File: src/pkg/wdtit_pkg.sv
package wdtit_pkg;
    // Register indices; byte address is four times the index
    localparam logic [7:0] IDX_COUNT_WR = 8'ha8;
    localparam logic [7:0] IDX_COUNT_RD = 8'ha9;
    localparam logic [7:0] IDX_RSTCS_WR = 8'haa;
    localparam logic [7:0] IDX_RSTCS_RD = 8'hab;
    localparam logic [7:0] IDX_TCS = 8'hac;
    localparam logic [7:0] IDX_IRQ_STAT = 8'had;
    localparam logic [7:0] IDX_IRQ_MASK = 8'hae;

    localparam logic [7:0] COUNT_RESET = 8'h00;
    localparam logic [7:0] COUNT_MAX = 8'hff;
    localparam logic [7:0] TCS_RESET = 8'h18;
    localparam logic [7:0] RSTCS_RESET = 8'h3f;

    // Timer control/status fields
    localparam int TCS_OVERFLOW_BIT = 7;
    localparam int TCS_MODE_BIT = 6;
    localparam int TCS_RUN_BIT = 5;
    localparam logic [7:0] TCS_UNUSED_MASK = 8'h18;
    // Reset control/status fields
    localparam int RSTCS_FLAG_BIT = 7;
    localparam int RSTCS_PINEN_BIT = 6;
    localparam logic [7:0] RSTCS_UNUSED_MASK = 8'h3f;

    // Interrupt status bits
    localparam int IRQ_BITS = 2;
    localparam int IRQ_INTERVAL_BIT = 0;
    localparam int IRQ_WATCHDOG_BIT = 1;

    // Prescaler: tick when the low N bits of a free counter are all ones
    localparam int PRESC_W = 12;
    typedef logic [PRESC_W-1:0] wdtit_presc_t;
    localparam wdtit_presc_t PRESC_MASK [8] = '{
        12'h001, 12'h01f, 12'h03f, 12'h07f,
        12'h0ff, 12'h1ff, 12'h7ff, 12'hfff
    };

    // Watchdog reset pulse width
    localparam int RESET_PULSE_NS = 64;
    localparam int CLK_PERIOD_NS = 4;
    localparam int RESET_PULSE_CYCLES = RESET_PULSE_NS / CLK_PERIOD_NS;

    typedef struct packed {
        logic overflow_flag;
        logic watchdog_or_interval_select;
        logic timer_run_enable;
        logic [1:0] unused;
        logic [2:0] prescale_select;
    } wdtit_tcs_t;

    typedef struct packed {
        logic watchdog_reset_flag;
        logic reset_pin_drive_enable;
        logic [5:0] unused;
    } wdtit_rstcs_t;

    typedef enum logic [1:0] {
        WDTIT_IDLE = 2'b01,
        WDTIT_PULSE = 2'b10
    } wdtit_state_t;
endpackage

File: src/rtl/wdtit_top.sv
`timescale 1ns/1ps
`default_nettype none

module wdtit_top #(
    parameter int ADDR_W = 12,
    parameter int PULSE_CYCLES = wdtit_pkg::RESET_PULSE_CYCLES
) (
    input wire logic pclk,
    input wire logic presetn,
    input wire logic psel,
    input wire logic penable,
    input wire logic pwrite,
    input wire logic [ADDR_W-1:0] paddr,
    input wire logic [31:0] pwdata,
    input wire logic [3:0] pstrb,
    output logic [31:0] prdata,
    output logic pready,
    output logic pslverr,
    output logic irq,
    output logic wdt_reset_out,
    output logic reset_pin_out
);

    wdtit_pkg::wdtit_tcs_t tcs_reg;
    wdtit_pkg::wdtit_tcs_t tcs_next;
    wdtit_pkg::wdtit_rstcs_t rstcs_reg;
    wdtit_pkg::wdtit_rstcs_t rstcs_next;
    wdtit_pkg::wdtit_presc_t presc_reg;
    wdtit_pkg::wdtit_state_t state_reg;
    wdtit_pkg::wdtit_state_t state_next;
    logic [7:0] count_reg;
    logic [7:0] count_next;
    logic [15:0] pulse_cnt_reg;
    logic [15:0] pulse_cnt_next;
    logic [wdtit_pkg::IRQ_BITS-1:0] irq_stat_reg;
    logic [wdtit_pkg::IRQ_BITS-1:0] irq_mask_reg;
    logic overflow_seen_reg;
    logic reset_flag_seen_reg;
    logic [31:0] prdata_reg;
    logic pready_reg;
    logic pslverr_reg;
    logic irq_reg;
    logic rst_out_reg;
    logic rst_pin_reg;

    // Bus decode
    wire [7:0] idx = paddr[9:2];
    wire addr_ok = (paddr[1:0] == 2'b00) && (paddr[ADDR_W-1:10] == '0);
    wire setup = psel && !penable;
    wire access = psel && penable && pready_reg;
    wire wr_acc = access && pwrite && !pslverr_reg;
    wire rd_acc = access && !pwrite && !pslverr_reg;
    wire lane0 = pstrb[0];
    wire wr_count = wr_acc && lane0 && (idx == wdtit_pkg::IDX_COUNT_WR);
    wire wr_rstcs = wr_acc && lane0 && (idx == wdtit_pkg::IDX_RSTCS_WR);
    wire wr_tcs = wr_acc && lane0 && (idx == wdtit_pkg::IDX_TCS);
    wire wr_istat = wr_acc && lane0 && (idx == wdtit_pkg::IDX_IRQ_STAT);
    wire wr_imask = wr_acc && lane0 && (idx == wdtit_pkg::IDX_IRQ_MASK);
    wire rd_tcs = rd_acc && (idx == wdtit_pkg::IDX_TCS);
    wire rd_rstcs = rd_acc && (idx == wdtit_pkg::IDX_RSTCS_RD);

    wire rd_hit = addr_ok && ((idx == wdtit_pkg::IDX_COUNT_RD)
        || (idx == wdtit_pkg::IDX_RSTCS_RD) || (idx == wdtit_pkg::IDX_TCS)
        || (idx == wdtit_pkg::IDX_IRQ_STAT) || (idx == wdtit_pkg::IDX_IRQ_MASK));
    wire wr_hit = addr_ok && ((idx == wdtit_pkg::IDX_COUNT_WR)
        || (idx == wdtit_pkg::IDX_RSTCS_WR) || (idx == wdtit_pkg::IDX_TCS)
        || (idx == wdtit_pkg::IDX_IRQ_STAT) || (idx == wdtit_pkg::IDX_IRQ_MASK));
    wire hit = pwrite ? wr_hit : rd_hit;

    // Prescaler and counter
    wire running = tcs_reg.timer_run_enable;
    wire [wdtit_pkg::PRESC_W-1:0] sel_mask =
        wdtit_pkg::PRESC_MASK[tcs_reg.prescale_select];
    wire tick = running && ((presc_reg & sel_mask) == sel_mask);
    wire overflow = tick && (count_reg == wdtit_pkg::COUNT_MAX) && !wr_count;
    wire wd_mode = tcs_reg.watchdog_or_interval_select;
    wire ev_interval = overflow && !wd_mode;
    wire ev_watchdog = overflow && wd_mode;

    // Read data, reserved bits of control registers read one
    wire [7:0] tcs_rd = tcs_reg | wdtit_pkg::TCS_UNUSED_MASK;
    wire [7:0] rstcs_rd = rstcs_reg | wdtit_pkg::RSTCS_UNUSED_MASK;
    wire [7:0] rd_mux =
        (idx == wdtit_pkg::IDX_COUNT_RD) ? count_reg :
        (idx == wdtit_pkg::IDX_RSTCS_RD) ? rstcs_rd :
        (idx == wdtit_pkg::IDX_TCS) ? tcs_rd :
        (idx == wdtit_pkg::IDX_IRQ_STAT) ? {6'h00, irq_stat_reg} :
        (idx == wdtit_pkg::IDX_IRQ_MASK) ? {6'h00, irq_mask_reg} : 8'h00;

    // Counter next value
    always_comb
    begin
        count_next = count_reg;
        if (!running)
        begin
            count_next = wdtit_pkg::COUNT_RESET;
        end
        else if (wr_count)
        begin
            count_next = pwdata[7:0];
        end
        else if (tick)
        begin
            count_next = count_reg + 8'h01;
        end
    end

    // Timer control/status next value
    always_comb
    begin
        tcs_next = tcs_reg;
        if (wr_tcs)
        begin
            tcs_next.watchdog_or_interval_select = pwdata[wdtit_pkg::TCS_MODE_BIT];
            tcs_next.timer_run_enable = pwdata[wdtit_pkg::TCS_RUN_BIT];
            tcs_next.prescale_select = pwdata[2:0];
            // Only a zero after a read of one clears; a one does not clear but disarms the read
            if (!pwdata[wdtit_pkg::TCS_OVERFLOW_BIT] && overflow_seen_reg)
            begin
                tcs_next.overflow_flag = 1'b0;
            end
        end
        tcs_next.unused = 2'b11;
        if (overflow)
        begin
            tcs_next.overflow_flag = 1'b1;
        end
    end

    // Reset control/status next value
    always_comb
    begin
        rstcs_next = rstcs_reg;
        if (wr_rstcs)
        begin
            rstcs_next.reset_pin_drive_enable = pwdata[wdtit_pkg::RSTCS_PINEN_BIT];
            if (!pwdata[wdtit_pkg::RSTCS_FLAG_BIT] && reset_flag_seen_reg)
            begin
                rstcs_next.watchdog_reset_flag = 1'b0;
            end
        end
        rstcs_next.unused = 6'h3f;
        if (ev_watchdog)
        begin
            rstcs_next.watchdog_reset_flag = 1'b1;
        end
    end

    // Watchdog reset pulse sequencer
    always_comb
    begin
        state_next = state_reg;
        pulse_cnt_next = pulse_cnt_reg;
        case (state_reg)
            wdtit_pkg::WDTIT_IDLE:
            begin
                if (ev_watchdog)
                begin
                    state_next = wdtit_pkg::WDTIT_PULSE;
                    pulse_cnt_next = 16'(PULSE_CYCLES - 1);
                end
            end
            wdtit_pkg::WDTIT_PULSE:
            begin
                if (pulse_cnt_reg == 16'h0000)
                begin
                    state_next = wdtit_pkg::WDTIT_IDLE;
                end
                else
                begin
                    pulse_cnt_next = pulse_cnt_reg - 16'h0001;
                end
            end
            default:
            begin
                state_next = wdtit_pkg::WDTIT_IDLE;
                pulse_cnt_next = 16'h0000;
            end
        endcase
    end

    wire pulse_active = (state_next == wdtit_pkg::WDTIT_PULSE);

    // Sticky events, set wins over a write-one clear
    wire [wdtit_pkg::IRQ_BITS-1:0] ev_vec = {ev_watchdog, ev_interval};
    wire [wdtit_pkg::IRQ_BITS-1:0] istat_next =
        (irq_stat_reg & ~(wr_istat ? pwdata[wdtit_pkg::IRQ_BITS-1:0] : '0)) | ev_vec;

    // The read-one half of each clear sequence; a later write consumes it
    wire overflow_seen_next = rd_tcs ? tcs_reg.overflow_flag
        : (wr_tcs ? 1'b0 : overflow_seen_reg);
    wire reset_flag_seen_next = rd_rstcs ? rstcs_reg.watchdog_reset_flag
        : (wr_rstcs ? 1'b0 : reset_flag_seen_reg);

    // Prescaler restarts whenever the timer is stopped
    always_ff @(posedge pclk or negedge presetn)
    begin
        if (!presetn)
        begin
            presc_reg <= '0;
        end
        else
        begin
            presc_reg <= running ? presc_reg + 12'h001 : '0;
        end
    end

    // Asynchronous reset stands for the external reset input
    always_ff @(posedge pclk or negedge presetn)
    begin
        if (!presetn)
        begin
            count_reg <= wdtit_pkg::COUNT_RESET;
            tcs_reg <= wdtit_pkg::TCS_RESET;
            rstcs_reg <= wdtit_pkg::RSTCS_RESET;
            overflow_seen_reg <= 1'b0;
            reset_flag_seen_reg <= 1'b0;
        end
        else
        begin
            count_reg <= count_next;
            tcs_reg <= tcs_next;
            rstcs_reg <= rstcs_next;
            overflow_seen_reg <= overflow_seen_next;
            reset_flag_seen_reg <= reset_flag_seen_next;
        end
    end

    always_ff @(posedge pclk or negedge presetn)
    begin
        if (!presetn)
        begin
            state_reg <= wdtit_pkg::WDTIT_IDLE;
            pulse_cnt_reg <= 16'h0000;
            rst_out_reg <= 1'b0;
            rst_pin_reg <= 1'b0;
        end
        else
        begin
            state_reg <= state_next;
            pulse_cnt_reg <= pulse_cnt_next;
            rst_out_reg <= pulse_active;
            rst_pin_reg <= pulse_active && rstcs_next.reset_pin_drive_enable;
        end
    end

    always_ff @(posedge pclk or negedge presetn)
    begin
        if (!presetn)
        begin
            irq_stat_reg <= '0;
            irq_mask_reg <= '0;
            irq_reg <= 1'b0;
        end
        else
        begin
            irq_stat_reg <= istat_next;
            if (wr_imask)
            begin
                irq_mask_reg <= pwdata[wdtit_pkg::IRQ_BITS-1:0];
            end
            irq_reg <= |(istat_next & (wr_imask
                ? pwdata[wdtit_pkg::IRQ_BITS-1:0] : irq_mask_reg));
        end
    end

    // No wait state: answer captured in setup, given in the first access cycle
    always_ff @(posedge pclk or negedge presetn)
    begin
        if (!presetn)
        begin
            pready_reg <= 1'b0;
            pslverr_reg <= 1'b0;
            prdata_reg <= 32'h0000_0000;
        end
        else
        begin
            pready_reg <= setup;
            pslverr_reg <= setup && !hit;
            prdata_reg <= (setup && !pwrite && rd_hit) ? {24'h000000, rd_mux} : 32'h0000_0000;
        end
    end

    assign prdata = prdata_reg;
    assign pready = pready_reg;
    assign pslverr = pslverr_reg;
    assign irq = irq_reg;
    assign wdt_reset_out = rst_out_reg;
    assign reset_pin_out = rst_pin_reg;

endmodule // wdtit_top

`default_nettype wire

File: config.mk
export PLATFORM = sky130hd
export DESIGN_NAME = wdtit_top
export DESIGN_NICKNAME = d
export VERILOG_FILES = /design/src/pkg/wdtit_pkg.sv /design/src/rtl/wdtit_top.sv
export SDC_FILE = /design/constraint.sdc
export NUM_CORES = 1
export LEC_CHECK = 0
export ABC_AREA = 0
export BUFFER_PORTS_ARGS = -buffer_cell sky130_fd_sc_hd__buf_4
export CORE_AREA = 2 2 91 93
export CTS_CLUSTER_DIAMETER = 60
export DETAILED_ROUTE_END_ITERATION = 10
export DIE_AREA = 0 0 93 95
export PLACE_DENSITY = 0.77
export SKIP_CTS_REPAIR_TIMING = 1
export SYNTH_ARGS = -nofsm -noshare
export SYNTH_HDL_FRONTEND = slang
export SYNTH_SLANG_ARGS = --single-unit
File: constraint.sdc
create_clock -name pclk -period 2 [get_ports pclk]
set_input_delay 0.4 -clock pclk [delete_from_list [all_inputs] [get_ports pclk]]
set_output_delay 0.4 -clock pclk [all_outputs]
set_load 0.03 [all_outputs]
==> impl_metrics.ini <==
[power]
p_switching_mw = 0.604
pwr-share-seq = 0.509
swShare = 0.233
combPwrFrac = 0.072
p_per_area_mw_per_mm2 = 539
internal-power_mw = 1.98
clock_power_share = 0.418
p_leak_nw = 2.28
peakVddDrop_uv = 362

[critical_path]
critical_path_class = register to register
worst-path-max-fanout = 6
arrival_ns = 2.46
r2r-end = pulse_cnt_reg[2]$_DFFE_PN0P_
cpPeakStageDelay_ns = 0.39
cp-start-kind = register
reg2reg_depth = 9
crit_family = simple AND/OR/NAND/NOR gates
r2r_slack_ns = -0.22
slowest_stage = dfrtp_1
crit_required_ns = 2.23
path_cells = ha_4 > nand3_2 > or3_4 > nor4b_4 > and3_1 > buf_6 > buf_4 > o22ai_1 > a22o_1
crit_path_end_kind = register
crit_buf_inv = 2
reg2reg_from = count_reg[0]$_DFFE_PN0P_

[synthesis]
synth_area_per_cell_sq_um = 9.50
yosysTopAreaCell = dfrtp_1
synth_top_area_frac = 0.428
yosys_warnings = 0
ys.flop_type = dfrtp_1
ys_top_cells_by_area = dfrtp_1 (43%), buf_4 (4.8%), a21oi_1 (2.9%)
ys_ff_latch = 65
synth.distinct_cells = 56
syn-cell-area_sq_mm = 0.00374
syn_inst = 394
synth_commonest_cells = dfrtp_1 (64), buf_4 (24), a21oi_1 (22), nor2_1 (22), o21ai_0 (19)
yosysMostFrequentCell = dfrtp_1
async_reset_ff_frac = 1.00
yosysSeqAreaShare = 0.435
synth_edf_count = 0

[timing]
whs_ns = 0.280
final-hold-violation-count = 0
finalSetupViolCount = 20
skew_ns = 0.00645
drv_slew = 0
timing.fmax_mhz = 450
min_period_ns = 2.22
rsz0062_at_grt = yes
fin_crit_sh = 1.11
finalWorstSetupSlack_ns = -0.224

[placed_design]
placed_area_sq_mm = 0.00444
gp_congestion = 0.896
dp_cells = 576
hpwl_um = 6240
io_buffers = 38

[global_routing]
grt_max_degree = 36
grt_first_pass_wirelength_um = 14000
grt_usage = 0.203
grt.overflow.total = 0
grt_pass1_vias = 3053
grt_antenna_before_repair = 0

[route]
drtAntennaViolNets = 0
drt_iter0_drc = 129
wirelength_um = 8930
via_per_inst = 5.54
routedWlPerCell_um = 14.9
drc = 0
first_pass_iters = 5
num_vias = 3310

[run]
max-cap-violations = 0

[finish]
drive_gt1_frac = 0.298
multi_input_area_sq_mm = 0.00202
regArea_sq_mm = 0.00163
fillers = 666
nets = 547
final_area_sq_mm = 0.00480
largest_reg_flops = 16
synthToLayoutAreaGrowth_pct = 28.2
diodes = 0
final_cells = 598

[min_path]
hp-class = input pin to register
holdCritStartpoint = pwdata[2]
worstHoldEndpoint = tcs_rd[2]$_DFFE_PN0P_
hold_depth = 3

[status]
status = finished with violations
violations = negative setup slack

[clock_tree]
clk_pin_slew_worst_paths_ns = 0.07
root_buffer = clkbuf_8
cts_tree = yes
cts_buffers = 9
clk_latency_ns = 0.35
h-tree-depth = 3
cts_buffer_depth = 2
cts.sinks = 65

[floorplanning]
design.portCount = 90
start_util = 0.472
die-height_um = 95
core-area_sq_mm = 0.00793
die_w_um = 93
die_area_sq_mm = 0.00884
rows = 33
## layer usage
metal	wire (um)	up-vias	track usage
met3	391	29	0.0567
met1	3680	1594	0.252
met4	297	0	0.0784
met2	4550	106	0.338
met5	0	-	0
li1	-	1581	-
## how the worst max path moves through the flow
stage | startpoint | to | depth (start not counted)
floorplan | count_reg[0]$_DFFE_PN0P_ | pulse_cnt_reg[1]$_DFFE_PN0P_ | 7
global placement | paddr[7] | pulse_cnt_reg[4]$_DFFE_PN0P_ | 8
detailed placement | paddr[7] | pulse_cnt_reg[4]$_DFFE_PN0P_ | 8
CTS | count_reg[1]$_DFFE_PN0P_ | pulse_cnt_reg[4]$_DFFE_PN0P_ | 8
global route | count_reg[0]$_DFFE_PN0P_ | pulse_cnt_reg[2]$_DFFE_PN0P_ | 9
finish | count_reg[0]$_DFFE_PN0P_ | pulse_cnt_reg[2]$_DFFE_PN0P_ | 9
## power by group through the flow
stage	logic [mW]	clock network (mW)	registers, mW
after floorplan	0.124	0	1.35
after global placement	0.184	0	1.34
after detailed placement	0.186	0	1.34
after CTS	0.187	1.11	1.32
after global routing	0.206	1.18	1.32
final	0.187	1.08	1.32
## placed cells by master, fill, tap and decap left out, drive strengths merged, types with 13 or more instances in the layout
| cell type | n |
|---|---|
| nand3 | 19 |
| nor3 | 15 |
| clkbuf | 13 |
| nor2 | 22 |
| and2 | 15 |
| conb | 24 |
| dfrtp | 64 |
| inv | 18 |
| o21ai | 21 |
| buf | 98 |
| a21oi | 23 |
## stage by stage
step / util / worst slack (ns) / setup TNS, ns / power (mW)
2_1_floorplan: - / -0.0530 / -0.213 / 1.47
5_1_grt: 0.606 / -0.294 / -4.68 / 2.70
6_report: 0.606 / -0.224 / -3.24 / 2.59
4_1_cts: 0.584 / -0.256 / -2.89 / 2.62
3_3_place_gp: 0.560 / -0.221 / -3.08 / 1.53
3_5_place_dp: 0.560 / -0.255 / -3.62 / 1.53
## worst reg2reg max path, cell delays in order (launching register included)
cell and delay, ns:
dfrtp_1 0.39, ha_4 0.16, nand3_2 0.08, or3_4 0.36
nor4b_4 0.33, and3_1 0.24, buf_6 0.15, buf_4 0.12
o22ai_1 0.07, a22o_1 0.20
## layout make-up
cell class / instances / share of cell area
Clock buffer: 13 / 0.0310
Timing Repair Buffer: 99 / 0.159
Sequential cell: 65 / 0.339
Multi-Input combinational cell: 295 / 0.421
Inverter: 18 / 0.0141
Tap cell: 105 / 0.0274
Clock inverter: 3 / 0.00834
## kinds of logic (layout without fill, tap and decap cells)
| group | after synthesis | after routing | synth area share |
|---|---|---|---|
| compound gates | 91 | 92 | 0.163 |
| xor+xnor | 15 | 15 | 0.0351 |
| fa+ha+maj | 6 | 6 | 0.0200 |
| buf+inv | 58 | 133 | 0.0869 |
| flops | 65 | 65 | 0.435 |
| mux | 13 | 13 | 0.0374 |
| other cells | 1 | 24 | 0.00100 |
| simple gates | 145 | 145 | 0.222 |
Power figures use the tool's default switching activity.
